===== config.mk =====
export PLATFORM = sky130hd
export DESIGN_NAME = loop_code_detector
export DESIGN_NICKNAME = d
export VERILOG_FILES = /design/src/logic/loop_code_pkg.sv /design/src/logic/loop_code_matcher.sv /design/src/logic/loop_code_detector.sv
export SDC_FILE = /design/constraint.sdc
export NUM_CORES = 1
export LEC_CHECK = 0
export ABC_AREA = 1
export BUFFER_PORTS_ARGS = -buffer_cell sky130_fd_sc_hd__buf_2
export CELL_PAD_IN_SITES_DETAIL_PLACEMENT = 1
export CELL_PAD_IN_SITES_GLOBAL_PLACEMENT = 2
export CORE_ASPECT_RATIO = 1.25
export CORE_MARGIN = 1.5
export CORE_UTILIZATION = 41
export CTS_CLUSTER_SIZE = 28
export DETAILED_ROUTE_END_ITERATION = 7
export PLACE_DENSITY = 0.91
export SLEW_MARGIN = 40
export SYNTH_ARGS = -nofsm -noshare
export SYNTH_HDL_FRONTEND = slang
export SYNTH_SLANG_ARGS = --single-unit

===== constraint.sdc =====
create_clock -name pclk -period 4 [get_ports pclk]
set_clock_uncertainty 0.2 [all_clocks]
set_input_delay 0.4 -clock pclk [delete_from_list [all_inputs] [get_ports pclk]]
set_output_delay 0.4 -clock pclk [all_outputs]
set_load 0.01 [all_outputs]

===== src/logic/loop_code_pkg.sv =====
// ****************************************************************
// Shared constants for the loop code detector
// ****************************************************************
package loop_code_pkg;

  // Framer copies and register map, in register index units
  localparam int NUM_FRAMERS = 8;
  localparam int INDEX_WIDTH = 10;
  localparam logic [9:0] GROUP_BASE_INDEX = 10'h03c; // First copy
  localparam logic [9:0] GROUP_STRIDE_INDEX = 10'h080; // Step per copy
  localparam logic [6:0] CFG_INDEX = 7'h3c; // loop_code_length_config
  localparam logic [6:0] IRQ_INDEX = 7'h3d; // loop_code_irq_enable_status
  localparam logic [6:0] ACT_INDEX = 7'h3e; // loop_activate_pattern
  localparam logic [6:0] DEACT_INDEX = 7'h3f; // loop_deactivate_pattern

  // Length configuration fields
  localparam int CFG_RESERVED_BIT = 7;
  localparam int DEACT_LEN_SEL_HI = 3;
  localparam int DEACT_LEN_SEL_LO = 2;
  localparam int ACT_LEN_SEL_HI = 1;
  localparam int ACT_LEN_SEL_LO = 0;
  localparam logic [7:0] CFG_RW_MASK = 8'h8f; // Bits 6:4 unused

  // Enable/status fields
  localparam int ACT_CODE_PRESENT_INTERVAL = 7;
  localparam int DEACT_CODE_PRESENT_INTERVAL = 6;
  localparam int ACT_CHANGE_IRQ_EN = 5;
  localparam int DEACT_CHANGE_IRQ_EN = 4;
  localparam int ACT_CHANGE_IRQ_FLAG = 3;
  localparam int DEACT_CHANGE_IRQ_FLAG = 2;
  localparam int ACT_DETECT_STATE = 1;
  localparam int DEACT_DETECT_STATE = 0;

  // Reset values
  localparam logic [7:0] CFG_RESET = 8'h00;
  localparam logic [7:0] PATTERN_RESET = 8'h00;
  localparam logic [1:0] IRQ_EN_RESET = 2'h0;

  // Code lengths: select 0 gives five bits
  localparam logic [3:0] MIN_CODE_LEN = 4'h5;
  localparam logic [3:0] GAP_RESET = 4'hf;
  // Intervals in a row needed to change the detect state
  localparam logic [1:0] QUAL_INTERVALS = 2'h2;

  // Presence interval
  localparam real INTERVAL_MS = 39.8;
  localparam real CLK_MHZ = 125.0;
  localparam int INTERVAL_CYCLES = $rtoi(INTERVAL_MS * 1.0e3 * CLK_MHZ);
  localparam int TIMER_WIDTH = 23;

  // APB
  localparam logic [31:0] READ_ZERO = 32'h0000_0000;

endpackage : loop_code_pkg


===== src/logic/loop_code_matcher.sv =====
`timescale 1ns/1ps
// ****************************************************************
// One code matcher: activate or deactivate code of one framer
// ****************************************************************
module loop_code_matcher (
  input wire logic pclk,
  input wire logic presetn,
  input wire logic [7:0] pattern, // First received bit in bit 7
  input wire logic [1:0] len_sel, // Code length select
  input wire logic rx_bit, // Received line bit
  input wire logic rx_valid, // Bit strobe
  input wire logic interval_tick, // End of presence interval
  output logic detect_state, // Debounced detect state
  output logic present_interval // Seen over last interval
);

  // Detect states, one-hot
  typedef enum logic [1:0] {
    st_absent = 2'b01,
    st_present = 2'b10
  } det_type;

  // All state of the matcher
  typedef struct packed {
    logic [7:0] hist; // Last eight bits, oldest at top
    logic [3:0] gap; // Bits since last pattern hit
    logic seen; // A hit occurred this interval
    logic missed; // A period passed with no hit
    logic present; // Result of last interval
    logic [1:0] qual_cnt; // Intervals in a row against state
    det_type det; // Detect state
  } match_type;

  match_type s;
  match_type next_s;
  logic [7:0] new_hist; // History with the new bit shifted in
  logic hit; // Window equals the pattern
  logic [3:0] code_len; // Code length in bits
  logic verdict; // Interval result
  logic qual_done; // Enough intervals against the state

  // ****************************************************************
  // Next state
  // ****************************************************************
  always_comb begin
    next_s = s;
    code_len = loop_code_pkg::MIN_CODE_LEN + {2'b00, len_sel};
    new_hist = {s.hist[6:0], rx_bit};
    // Oldest bit meets bit 7 of the pattern
    hit = rx_valid && (new_hist == pattern);
    verdict = s.seen && !s.missed;
    qual_done = (s.qual_cnt == loop_code_pkg::QUAL_INTERVALS - 2'h1);
    if (rx_valid) begin
      next_s.hist = new_hist;
      if (hit) begin
        // Pattern recurs once per code period
        next_s.seen = 1'b1;
        next_s.gap = 4'h0;
      end else begin
        if (s.gap != loop_code_pkg::GAP_RESET) begin
          next_s.gap = s.gap + 4'h1;
        end
        // Next hit overdue: the stream lost the code
        if (s.gap + 4'h1 >= code_len) begin
          next_s.missed = 1'b1;
        end
      end
    end
    if (interval_tick) begin
      // Close the interval and open the next one
      next_s.present = verdict;
      next_s.seen = hit;
      next_s.missed = 1'b0;
      case (s.det)
        st_absent: begin
          // Needs two good intervals in a row before asserting
          if (!verdict) begin
            next_s.qual_cnt = 2'h0;
          end else if (qual_done) begin
            next_s.det = st_present;
            next_s.qual_cnt = 2'h0;
          end else begin
            next_s.qual_cnt = s.qual_cnt + 2'h1;
          end
        end
        st_present: begin
          // Same filter on loss, so a bit error does not drop it
          if (verdict) begin
            next_s.qual_cnt = 2'h0;
          end else if (qual_done) begin
            next_s.det = st_absent;
            next_s.qual_cnt = 2'h0;
          end else begin
            next_s.qual_cnt = s.qual_cnt + 2'h1;
          end
        end
        default: begin
          next_s.det = st_absent;
          next_s.qual_cnt = 2'h0;
        end
      endcase
    end
  end

  // ****************************************************************
  // State register
  // ****************************************************************
  always_ff @(posedge pclk or negedge presetn) begin
    if (!presetn) begin
      s <= '{hist: 8'h00, gap: 4'hf, seen: 1'b0, missed: 1'b0,
             present: 1'b0, qual_cnt: 2'h0, det: st_absent};
    end else begin
      s <= next_s;
    end
  end

  assign detect_state = (s.det == st_present);
  assign present_interval = s.present;

  // ****************************************************************
  // Checks
  // ****************************************************************
  a_present_on_tick: assert property (
    @(posedge pclk) disable iff (!presetn)
    $changed(present_interval) |-> $past(interval_tick))
    else $error("presence flag moved off an interval boundary");

  a_assert_needs_present: assert property (
    @(posedge pclk) disable iff (!presetn)
    $rose(detect_state) |-> present_interval && $past(interval_tick))
    else $error("detect state rose without a good interval");

  a_deassert_needs_absent: assert property (
    @(posedge pclk) disable iff (!presetn)
    $fell(detect_state) |-> !present_interval && $past(interval_tick))
    else $error("detect state fell without an empty interval");

endmodule : loop_code_matcher


===== src/logic/loop_code_detector.sv =====
`timescale 1ns/1ps
// Overview of operation
// - Eight register copies, base 0x3c, step 0x80
// - Length select: 5, 6, 7, 8 bits
// - Presence flags report each 39.8 ms interval
// - Activate state change interrupts when enabled
// - Deactivate state change interrupts when enabled
// - Cause bits mark interrupting state changes
// - State bits show current detect state
// - Activate pattern matched, bit 7 first
// - Deactivate pattern matched, bit 7 first
module loop_code_detector #(
  parameter int unsigned INTERVAL_CYCLES = loop_code_pkg::INTERVAL_CYCLES
) (
  input wire logic pclk,
  input wire logic presetn,
  input wire logic psel,
  input wire logic penable,
  input wire logic pwrite,
  input wire logic [11:0] paddr,
  input wire logic [31:0] pwdata,
  input wire logic [3:0] pstrb,
  output logic [31:0] prdata,
  output logic pready,
  output logic pslverr,
  input wire logic [7:0] rx_bit, // Received bit per framer
  input wire logic [7:0] rx_valid, // Bit strobe per framer
  output logic irq_out_n // Interrupt, active low
);

  // ****************************************************************
  // State
  // ****************************************************************
  // Code pair index: 1 is activate, 0 is deactivate
  typedef struct packed {
    logic [7:0][7:0] cfg; // loop_code_length_config
    logic [7:0][1:0] irq_en; // Change interrupt enables
    logic [7:0][1:0] flag; // Change interrupt causes
    logic [7:0][7:0] act_pat; // loop_activate_pattern
    logic [7:0][7:0] deact_pat; // loop_deactivate_pattern
    logic [7:0][1:0] last_state; // Detect states one cycle ago
    logic [31:0] rdata; // Read data register
    logic [1:0] clr_mask; // Causes shown by the pending read
    logic [loop_code_pkg::TIMER_WIDTH-1:0] timer; // Interval timer
    logic tick; // Interval end pulse
    logic irq_n; // Registered interrupt pin
  } regs_type;

  regs_type s;
  regs_type next_s;

  // Bit 1 of each pair is activate, bit 0 deactivate
  logic [7:0][1:0] det_state; // Detect states from matchers
  logic [7:0][1:0] det_present; // Interval presence from matchers
  logic [9:0] index; // Register index from the byte address
  logic [2:0] sel_framer; // Addressed copy
  logic [6:0] sel_reg; // Index within the copy
  logic map_hit; // Address lands on a register
  logic setup_rd; // Setup cycle of a read
  logic done_wr; // Completing write
  logic done_rd; // Completing read

  // ****************************************************************
  // Matchers, one per code per framer
  // ****************************************************************
  for (genvar f = 0; f < loop_code_pkg::NUM_FRAMERS; f++) begin : g_framer
    loop_code_matcher u_act (
      .pclk(pclk),
      .presetn(presetn),
      .pattern(s.act_pat[f]),
      .len_sel({s.cfg[f][loop_code_pkg::ACT_LEN_SEL_HI],
                s.cfg[f][loop_code_pkg::ACT_LEN_SEL_LO]}),
      .rx_bit(rx_bit[f]),
      .rx_valid(rx_valid[f]),
      .interval_tick(s.tick),
      .detect_state(det_state[f][1]),
      .present_interval(det_present[f][1])
    );
    loop_code_matcher u_deact (
      .pclk(pclk),
      .presetn(presetn),
      .pattern(s.deact_pat[f]),
      .len_sel({s.cfg[f][loop_code_pkg::DEACT_LEN_SEL_HI],
                s.cfg[f][loop_code_pkg::DEACT_LEN_SEL_LO]}),
      .rx_bit(rx_bit[f]),
      .rx_valid(rx_valid[f]),
      .interval_tick(s.tick),
      .detect_state(det_state[f][0]),
      .present_interval(det_present[f][0])
    );
  end

  // ****************************************************************
  // Address decode
  // ****************************************************************
  // Each register index takes one word, so the byte address is 4x
  // Unmapped and misaligned words answer with an error and read zero
  always_comb begin
    index = paddr[11:2];
    sel_framer = index[9:7];
    sel_reg = index[6:0];
    // Copies sit at base plus multiples of the stride; misaligned misses
    map_hit = (paddr[1:0] == 2'b00) && (sel_reg >= loop_code_pkg::CFG_INDEX)
      && (sel_reg <= loop_code_pkg::DEACT_INDEX);
    setup_rd = psel && !penable && !pwrite;
    done_wr = psel && penable && pwrite && map_hit;
    done_rd = psel && penable && !pwrite && map_hit;
  end

  // No wait states: read data was registered in the setup cycle
  assign pready = 1'b1;
  assign pslverr = psel && penable && !map_hit;
  assign prdata = s.rdata;
  assign irq_out_n = s.irq_n;

  // ****************************************************************
  // Next state
  // ****************************************************************
  always_comb begin
    logic [7:0] status;
    logic [1:0] change;
    logic any_irq;
    status = 8'h00;
    change = 2'b00;
    any_irq = 1'b0;
    next_s = s;
    next_s.tick = 1'b0;
    // Shared interval timer for every matcher
    // Limitation: it free-runs from reset, so intervals are not aligned
    // to the code; a code that starts mid-interval may need a third
    // tick before its detect state asserts
    if (32'(s.timer) >= INTERVAL_CYCLES - 1) begin
      next_s.timer = '0;
      next_s.tick = 1'b1;
    end else begin
      next_s.timer = s.timer + 1'b1;
    end
    // Status word of the addressed copy
    status[loop_code_pkg::ACT_CODE_PRESENT_INTERVAL] =
      det_present[sel_framer][1];
    status[loop_code_pkg::DEACT_CODE_PRESENT_INTERVAL] =
      det_present[sel_framer][0];
    status[loop_code_pkg::ACT_CHANGE_IRQ_EN] = s.irq_en[sel_framer][1];
    status[loop_code_pkg::DEACT_CHANGE_IRQ_EN] = s.irq_en[sel_framer][0];
    status[loop_code_pkg::ACT_CHANGE_IRQ_FLAG] = s.flag[sel_framer][1];
    status[loop_code_pkg::DEACT_CHANGE_IRQ_FLAG] = s.flag[sel_framer][0];
    status[loop_code_pkg::ACT_DETECT_STATE] =
      det_state[sel_framer][1];
    status[loop_code_pkg::DEACT_DETECT_STATE] = det_state[sel_framer][0];
    // Read data captured in the setup cycle
    // The cause mask is taken with the data, so only what is returned
    // gets cleared at the access edge
    if (setup_rd) begin
      next_s.clr_mask = 2'b00;
      if (!map_hit) begin
        next_s.rdata = loop_code_pkg::READ_ZERO;
      end else begin
        case (sel_reg)
          loop_code_pkg::CFG_INDEX: begin
            // Unused bits read as zero
            next_s.rdata = {24'h00_0000,
              s.cfg[sel_framer] & loop_code_pkg::CFG_RW_MASK};
          end
          loop_code_pkg::IRQ_INDEX: begin
            next_s.rdata = {24'h00_0000, status};
            // Only causes that software actually sees get cleared
            next_s.clr_mask = s.flag[sel_framer];
          end
          loop_code_pkg::ACT_INDEX: begin
            next_s.rdata = {24'h00_0000, s.act_pat[sel_framer]};
          end
          default: begin
            next_s.rdata = {24'h00_0000, s.deact_pat[sel_framer]};
          end
        endcase
      end
    end
    // Register writes take effect at the completing edge
    if (done_wr && pstrb[0]) begin
      case (sel_reg)
        loop_code_pkg::CFG_INDEX: begin
          // Reserved bit stored as written; software keeps it zero
          next_s.cfg[sel_framer] = pwdata[7:0] & loop_code_pkg::CFG_RW_MASK;
        end
        loop_code_pkg::IRQ_INDEX: begin
          next_s.irq_en[sel_framer] = {
            pwdata[loop_code_pkg::ACT_CHANGE_IRQ_EN],
            pwdata[loop_code_pkg::DEACT_CHANGE_IRQ_EN]};
        end
        loop_code_pkg::ACT_INDEX: begin
          next_s.act_pat[sel_framer] = pwdata[7:0];
        end
        default: begin
          next_s.deact_pat[sel_framer] = pwdata[7:0];
        end
      endcase
    end
    // Cause bits: clear by status read, a new change wins
    // Trade-off: a change in the clearing cycle stays set, so a read
    // never hides an edge that software has not seen yet
    for (int f = 0; f < loop_code_pkg::NUM_FRAMERS; f++) begin
      next_s.last_state[f] = det_state[f];
      if (done_rd && (sel_reg == loop_code_pkg::IRQ_INDEX)
          && (sel_framer == 3'(f))) begin
        next_s.flag[f] = s.flag[f] & ~s.clr_mask;
      end
      // Either edge of the detect state, only while enabled
      change = (det_state[f] ^ s.last_state[f])
        & s.irq_en[f];
      next_s.flag[f] = next_s.flag[f] | change;
      any_irq = any_irq | (|(next_s.flag[f] & next_s.irq_en[f]));
    end
    // Pin stays low while any enabled cause remains
    next_s.irq_n = !any_irq;
  end

  // ****************************************************************
  // State register
  // ****************************************************************
  always_ff @(posedge pclk or negedge presetn) begin
    if (!presetn) begin
      s <= '{cfg: {8{loop_code_pkg::CFG_RESET}},
             irq_en: {8{loop_code_pkg::IRQ_EN_RESET}},
             flag: '0,
             act_pat: {8{loop_code_pkg::PATTERN_RESET}},
             deact_pat: {8{loop_code_pkg::PATTERN_RESET}},
             last_state: '0,
             rdata: loop_code_pkg::READ_ZERO,
             clr_mask: 2'b00,
             timer: '0,
             tick: 1'b0,
             irq_n: 1'b1};
    end else begin
      s <= next_s;
    end
  end

  // ****************************************************************
  // Checks
  // ****************************************************************
  a_irq_pin_level: assert property (
    @(posedge pclk) disable iff (!presetn)
    irq_out_n == !(|(s.flag & s.irq_en)))
    else $error("interrupt pin disagrees with enabled causes");

  a_unmapped_error: assert property (
    @(posedge pclk) disable iff (!presetn)
    psel && penable && (paddr[8:2] < loop_code_pkg::CFG_INDEX) |-> pslverr)
    else $error("unmapped access not answered with an error");

  a_write_act_pattern: assert property (
    @(posedge pclk) disable iff (!presetn)
    done_wr && pstrb[0] && (sel_reg == loop_code_pkg::ACT_INDEX)
    |=> s.act_pat[$past(sel_framer)] == $past(pwdata[7:0]))
    else $error("activate pattern write lost");

  // Register writes land at the completing edge
  a_write_deact_pattern: assert property (
    @(posedge pclk) disable iff (!presetn)
    done_wr && pstrb[0] && (sel_reg == loop_code_pkg::DEACT_INDEX)
    |=> s.deact_pat[$past(sel_framer)] == $past(pwdata[7:0]))
    else $error("deactivate pattern write lost");

  a_irq_enable_write: assert property (
    @(posedge pclk) disable iff (!presetn)
    done_wr && pstrb[0] && (sel_reg == loop_code_pkg::IRQ_INDEX)
    |=> s.irq_en[$past(sel_framer)] ==
        {$past(pwdata[loop_code_pkg::ACT_CHANGE_IRQ_EN]),
         $past(pwdata[loop_code_pkg::DEACT_CHANGE_IRQ_EN])})
    else $error("interrupt enable write lost");

  // Without a new change, every cause that the read returned is gone
  a_status_read_clears: assert property (
    @(posedge pclk) disable iff (!presetn)
    done_rd && (sel_reg == loop_code_pkg::IRQ_INDEX)
    && (det_state[sel_framer] == s.last_state[sel_framer])
    |=> (s.flag[$past(sel_framer)] & $past(s.clr_mask)) == 2'b00)
    else $error("status read left a shown cause set");

  for (genvar f = 0; f < loop_code_pkg::NUM_FRAMERS; f++) begin : g_chk
    a_act_change_flag: assert property (
      @(posedge pclk) disable iff (!presetn)
      $changed(det_state[f][1]) && s.irq_en[f][1] |=> s.flag[f][1])
      else $error("activate change did not set its cause");

    a_deact_change_flag: assert property (
      @(posedge pclk) disable iff (!presetn)
      $changed(det_state[f][0]) && s.irq_en[f][0] |=> s.flag[f][0])
      else $error("deactivate change did not set its cause");

    a_flag_needs_enable: assert property (
      @(posedge pclk) disable iff (!presetn)
      $rose(s.flag[f][1]) |-> $past(s.irq_en[f][1]))
      else $error("cause set while its enable was off");

    a_deact_flag_enable: assert property (
      @(posedge pclk) disable iff (!presetn)
      $rose(s.flag[f][0]) |-> $past(s.irq_en[f][0]))
      else $error("deactivate cause set while disabled");
  end

endmodule : loop_code_detector


==> impl_metrics.tcl, run 1 <==
set metrics [dict create \
    status "finished, final reports clean" \
    cp-end-kind "flip-flop" \
    avgSynthCellArea_um2 8.13 \
    min_path_type "input port to flip-flop" \
    route.detailed.drc 0 \
    synth_cell_types 57 \
    place.gp.congestion 0.903 \
    ff_latch_area_um2 12200 \
    finalCriticalPeriod_ns 2.48 \
    power_uw 13400 \
    syn_area_um2 26400 \
    r2r-start "s[2]$_DFF_PN0_" \
    grt_first_pass_wirelength_um 136000 \
    ys_seq_area_share_pct 46.1 \
    wl_um 85100 \
    synth_area_leader_cell "dfrtp_1" \
    async_flop_share_pct 100 \
    whs_path_depth 3 \
    first_pass_iters 5 \
    ant_nets 0 \
    synthFlopType "dfrtp_1" \
    htree_levels 2 \
    avgViaCountPerCell 5.45 \
    io_pins 104 \
    cts_root_buf "clkbuf_16" \
    grt-ovfl-total 0 \
    antenna_found_initial 0 \
    setup_tns_ns 0 \
    dieHeight_um 287 \
    drv_cap 0 \
    whs_ns 0.0351 \
    crit_path_start_kind "flip-flop" \
    drt_iter0_markers 1478 \
    fmax_mhz 403 \
    yosysWarnings 0 \
    path_clk_slew_ns 0.06 \
    die_w_um 230 \
    initial_core_util_pct 41.6 \
    synth_top_area_share_pct 38.1 \
    rows 103 \
    numCtsBuffers 55 \
    synth_cells 3252 \
    cts_sinks 483 \
    multi_input_area_um2 12200 \
    syn_to_final_growth_pct 12.3 \
    hold_viol_final 0 \
    n_antenna_cell 0 \
    yosys-top-cells-area "dfrtp_1 (38%), nand2_1 (12%), dfstp_2 (8.1%)" \
    relSlewSlack_pct 37.4 \
    ys_seq_elements 483 \
    dp_hpwl_um 62400 \
    crit_start "s[2]$_DFF_PN0_" \
    grt_max_degree 89 \
    worstPathArrival_ns 2.75 \
    drv_slew 0 \
    grt_pass1_vias 24742 \
    cp_max_fo 4 \
    power.density_nw_per_um2 452 \
    drive_gt1_share_pct 9.26 \
    ir_drop_v 0.000377 \
    worst_slew_pin_slew_ns 0.927 \
    num-nets-final 3530 \
    nFillCells 7629 \
    synth_edf_count 0 \
    die_area_um2 66000 \
    cts_tree "yes" \
    p_leak_uw 0.0140 \
    reg2regPathDepth 11 \
    clockBufferDepth 3 \
    grt_setup_unrepaired "no" \
    dr_total_vias 22876 \
    grt_util_all_layers_pct 26.1 \
    cts_resized 0 \
    fin_crit_sh_pct 62.0 \
    required_ns 4.28 \
    final_util_pct 46.7 \
    post_drt_wl_per_cell_um 20.3 \
    setup_violations 0 \
    hp-start "rx_valid[5]" \
    core-area_um2 63500 \
    worst_skew_pair.late_latency_ns 0.62 \
    numPortBuffers 51 \
    crit_type "flip-flop to flip-flop" \
]
worst max-delay path, cell delays in order (launching register included):
cell and delay, ns:
dfrtp_1 0.37, ha_1 0.19, nand2_1 0.12, nor2_1 0.15
nand2_1 0.08, nor3_1 0.31, nand2_1 0.17, nor2_1 0.26
nand2_1 0.14, nor2_1 0.15, xor2_1 0.16, nor2_1 0.05
synth_stat cells, types with 3 or more instances:
library cell / count
a22oi_1: 34
nand3_1: 128
a21o_1: 13
buf_2: 25
o2111ai_1: 12
nor2_2: 5
o21a_1: 27
o21ai_1: 17
or3_1: 8
o22ai_1: 51
buf_1: 3
dfstp_2: 81
nor3_2: 5
dfrtp_1: 402
xor2_1: 67
a31oi_1: 4
or2_2: 11
nor3_1: 45
o32ai_1: 7
ha_1: 145
nor4_1: 10
o31ai_1: 7
nor3b_1: 4
o21bai_1: 4
a22o_1: 9
inv_1: 391
clkbuf_1: 65
nand3b_1: 3
buf_4: 37
a21boi_0: 3
nand2_2: 6
inv_2: 5
o21ai_0: 349
nand2_1: 849
o311ai_0: 3
nor2_1: 216
and3b_1: 3
o211ai_1: 24
a21oi_1: 72
o41ai_1: 9
xnor2_1: 33
nand4_1: 41
cell usage in the layout (no fill, tap or decap), types with 6 or more instances in the layout:
cell type and count:
a22o_1 9, o2111ai_1 12, nand2_2 6, o21ai_0 349
a22oi_1 34, nor3_1 45, o22ai_1 51, inv_2 7
clkbuf_8 16, buf_4 35, or2_2 11, dfstp_2 81
or3_1 8, o21a_1 27, o41ai_1 9, o21ai_1 17
buf_2 50, a21oi_1 72, clkbuf_1 8, nand3_1 128
nand2_1 849, o31ai_1 7, inv_1 388, clkinv_2 12
xnor2_1 33, clkbuf_16 57, nand4_1 41, conb_1 25
nor4_1 10, ha_1 145, buf_12 6, dlygate4sd3_1 23
o32ai_1 7, dfrtp_1 401, nor2_1 215, a21o_1 13
o211ai_1 24, xor2_1 67
final timing paths:
path	end	slack, ns
setup / recovery	s[22]$_DFF_PN0_	1.52
hold / removal	g_framer[5].u_act.s[9]$_DFFE_PN1P_	0.04
setup reg to reg	s[22]$_DFF_PN0_	1.52
hold reg to reg	s[2]$_DFF_PN0_	0.27
max in group asynchronous	g_framer[1].u_deact.s[8]$_DFFE_PN1P_	2.41
min in group asynchronous	s[6]$_DFF_PN0_	0.06
stage by stage:
step / cells / instance area (um^2) / worst slack [ns]
global placement: 4075 / 27600 / 1.06
detailed placement: 4076 / 27600 / 0.979
floorplan: 3275 / 26500 / 2.00
CTS: 4200 / 29700 / 1.48
finish: 4200 / 29700 / 1.52
global route: 4200 / 29700 / 1.32
routing by layer:
metal	GRT usage [%]	vias up	routed length, um
met1	30.6	11478	34200
met4	11.0	0	3620
met3	2.79	187	3110
li1	-	10755	-
met5	0	-	0
met2	48.2	456	44200
flip-flops by register name, indices dropped and copies added, names as in the netlist:
register                           cells
g_framer.u_act.new_hist               42
g_framer.u_act.present_interval        8
g_framer.u_act.s                      80
g_framer.u_deact.new_hist             14
g_framer.u_deact.present_interval      8
g_framer.u_deact.s                    80
irq_out_n                              1
prdata                                 8
s                                    242
power by group:
| group | switching (uW) | internal (uW) | total (uW) |
|---|---|---|---|
| sequential | 380 | 5430 | 5810 |
| clock | 2150 | 3080 | 5230 |
| combinational | 1390 | 998 | 2380 |
what timing repair did:
item	4_1_cts	5_1_grt
hold endpoints to repair	306	0
hold buffers	23	0
buffers inserted	0	0
cell families after synthesis:
group                    count (synthesis)  synth area share (%)
AO/OA/AOI/OAI                          650                  14.3
buffers and inverters                  529                  8.21
other                                    2                0.0284
adder cells (fa/ha/maj)                145                  6.86
AND/OR/NAND/NOR                       1343                  21.2
flip-flops                             483                  46.1
XOR/XNOR                               100                  3.31
cell type report:
class,count,area share [%]
well taps,840,3.54
flip-flops and latches,483,41.1
multi-input cells,2263,41.1
clock buffers,81,5.65
inverters,397,5.02
repair buffers,116,3.05
clock inverters,20,0.636
Power figures use the tool's default switching activity.
==> run 2, diff against run 1 <==
--- a/config.mk
+++ b/config.mk
@@ -11,10 +11,10 @@
 export CELL_PAD_IN_SITES_GLOBAL_PLACEMENT = 2
 export CORE_ASPECT_RATIO = 1.25
 export CORE_MARGIN = 1.5
-export CORE_UTILIZATION = 41
+export CORE_UTILIZATION = 34
 export CTS_CLUSTER_SIZE = 28
 export DETAILED_ROUTE_END_ITERATION = 7
-export PLACE_DENSITY = 0.91
+export PLACE_DENSITY = 0.82
 export SLEW_MARGIN = 40
 export SYNTH_ARGS = -nofsm -noshare
 export SYNTH_HDL_FRONTEND = slang
==> constraint.sdc (replaced) <==
create_clock -name pclk -period 2.1 [get_ports pclk]
set_clock_uncertainty 0.2 [all_clocks]
set_input_delay 0.21 -clock pclk [delete_from_list [all_inputs] [get_ports pclk]]
set_output_delay 0.21 -clock pclk [all_outputs]
set_load 0.01 [all_outputs]
==> run 2 against run 1 <==
Against the previous run:
- maximum frequency grew 20%
- global-route usage shrank 3.6 points
- via count grew 2.3%
- utilization shrank 4.7 points
- worst hold slack lost 0.031 ns
- non-clock buffer count grew 219
- combinational power grew 120%
- clock power grew 93%
- cell count grew 10%
- wire length grew 4.7%
- die area grew 20%
- sequential cell count is the same
- critical endpoint is now s[11]$_DFF_PN0_
- largest cell class unchanged
- highest routed layer unchanged
==> impl_metrics.tcl, run 2 (same netlist as run 1, synthesis figures left out) <==
set metrics [dict create \
    placed_cells 4454 \
    p_sw_share_pct 28.8 \
    share_clk_of_total_power_pct 38.2 \
    wl_um 89200 \
    numCtsBuffers 54 \
    final_cell_mix "nand2_1 (845), dfrtp_1 (400), inv_1 (383)" \
    drv_cap 0 \
    power.density_nw_per_um2 816 \
    path_buf_inv 3 \
    syn_to_final_growth_pct 22.6 \
    grt_first_pass_wirelength_um 139000 \
    num-nets-final 3748 \
    final_common_cell "nand2_1" \
    post_drt_wl_per_cell_um 19.3 \
    avgViaCountPerCell 5.06 \
    post-place-ws_ns -0.0561 \
    crit_slowest_cell "dfrtp_1" \
    dp_hpwl_um 65500 \
    cp-end-kind "flip-flop" \
    worst_skew_pair.late_latency_ns 0.63 \
    drive_gt1_share_pct 15.6 \
    htree_levels 2 \
    intPower_uw 18800 \
    cts_tree "yes" \
    grt_util_all_layers_pct 22.5 \
    combPwrFrac_pct 19.9 \
    die_w_um 252 \
    power.switching_uw 7620 \
    cts_root_buf "clkbuf_16" \
    drt_iter0_markers 1366 \
    clockBufferDepth 3 \
    die_area_um2 79400 \
    dieHeight_um 315 \
    fin_cells 4623 \
    required_ns 2.42 \
    grt_pass1_vias 24482 \
    place.gp.congestion 0.967 \
    ant_nets 0 \
    setup_ws_ns 0.0425 \
    path_clk_slew_ns 0.06 \
    cp_top_family "buffers and inverters" \
    drv_slew 0 \
    first_pass_iters 5 \
    cpPeakStageDelay_ns 0.38 \
    rows 114 \
    hold_viol_final 0 \
    crit_chain "ha_2 -> nand2_1 -> buf_4 -> nor3_4 -> nand3_2 -> o31ai_4 -> buf_4 -> buf_6 -> nor3_1" \
    io_pins 104 \
    crit_type "flip-flop to flip-flop" \
    numPortBuffers 51 \
    antenna_found_initial 1 \
    grt_setup_unrepaired "yes" \
    seqPwrFrac_pct 41.9 \
    grt_max_degree 66 \
    reg_top3 "s (242), g_framer.u_act.s (80), g_framer.u_deact.s (80)" \
    status "finished, final reports clean" \
    relSlewSlack_pct 43.7 \
    min_path_type "input port to flip-flop" \
    worstPathArrival_ns 2.37 \
    ir_drop_v 0.000581 \
    power_uw 26400 \
    fmax_mhz 486 \
    grt-ovfl-total 0 \
    p_leak_uw 0.0152 \
    largest_reg_flops 242 \
    cts_sinks 483 \
    dr_total_vias 23399 \
    worst_slew_pin_slew_ns 0.834 \
    core-area_um2 77200 \
    top_register "s" \
    finalCriticalPeriod_ns 2.06 \
    cp_common_cell "buf_4" \
    crit_path_start_kind "flip-flop" \
    cp_max_fo 6 \
    setup_violations 0 \
    initial_core_util_pct 34.3 \
    route.detailed.drc 0 \
    fin_crit_sh_pct 98.0 \
]
==> run 2: worst reg2reg max path, delay by kind of cell, from the launching register on <==
family	cells	cell delay (ns)
buffers and inverters	3	0.46
adders and majority gates	1	0.20
DFF	1	0.38
AOI/OAI and AO/OA	1	0.29
and+or+nand+nor	4	0.41
==> run 2: stage by stage <==
step                area (um^2)  hold slack, ns  utilization (%)  TNS (ns)
floorplan                 26500          -0.286                -         0
global placement          29500         -0.0428             38.2    -0.378
detailed placement        29500         -0.0421             38.2    -0.583
CTS                       31900          0.0108             41.4         0
global route              32400          0.0566             42.0     -1.23
finish                    32400         0.00451             42.0         0
==> run 2: timing repair <==
action | in CTS | in global routing
cloned | 0 | 2
endpoints found under the hold margin | 716 | 0
resized for setup | 6 | 95
pin swaps | 0 | 32
setup endpoints to repair | 5 | 57
hold buffers | 56 | 0
setup buffers | 0 | 13
==> run 2: final cells by class <==
cell class / instances / area, um^2
Inverter: 397 / 1490
Fill cell: 9265 / 44800
Sequential cell: 483 / 12200
Tap cell: 1044 / 1310
Multi-Input combinational cell: 2263 / 12600
Clock buffer: 79 / 1610
Timing Repair Buffer: 335 / 2980
Clock inverter: 21 / 263
Antenna cell: 1 / 2.50
==> run 2: metal layers <==
metal / up-vias / part of all wire (%) / global-route usage [%]
met5: - / 0 / 0
met4: 0 / 3.9 / 8.68
met3: 169 / 3.6 / 2.80
met2: 420 / 51 / 40.8
met1: 11644 / 41 / 26.9
li1: 11166 / - / -
==> run 2: power by group through the flow <==
stage | Clock (uW) | Sequential [uW] | Combinational, uW
2_1_floorplan | 0 | 11000 | 3200
3_3_place_gp | 0 | 11100 | 4530
3_5_place_dp | 0 | 11100 | 4740
4_1_cts | 10400 | 11000 | 4890
5_1_grt | 10700 | 11200 | 6050
6_report | 10100 | 11100 | 5270
==> run 2: final timing paths <==
kind                                                  startpoint                                     to  slack [ns]  cells past startpoint
min in group asynchronous                                presetn   g_framer[2].u_deact.s[8]$_DFFE_PN1P_        0.11                      2
max                                               s[3]$_DFF_PN0_                        s[11]$_DFF_PN0_        0.04                      9
max in group asynchronous                                presetn                     s[156]$_DFFE_PN0P_        1.01                      3
max reg2reg                                       s[3]$_DFF_PN0_                        s[11]$_DFF_PN0_        0.04                      9
min reg2reg                g_framer[3].u_deact.s[10]$_DFFE_PN1P_  g_framer[3].u_deact.s[10]$_DFFE_PN1P_        0.27                      2
min                                                     paddr[8]                       s[224]$_DFF_PN0_       0.005                      7
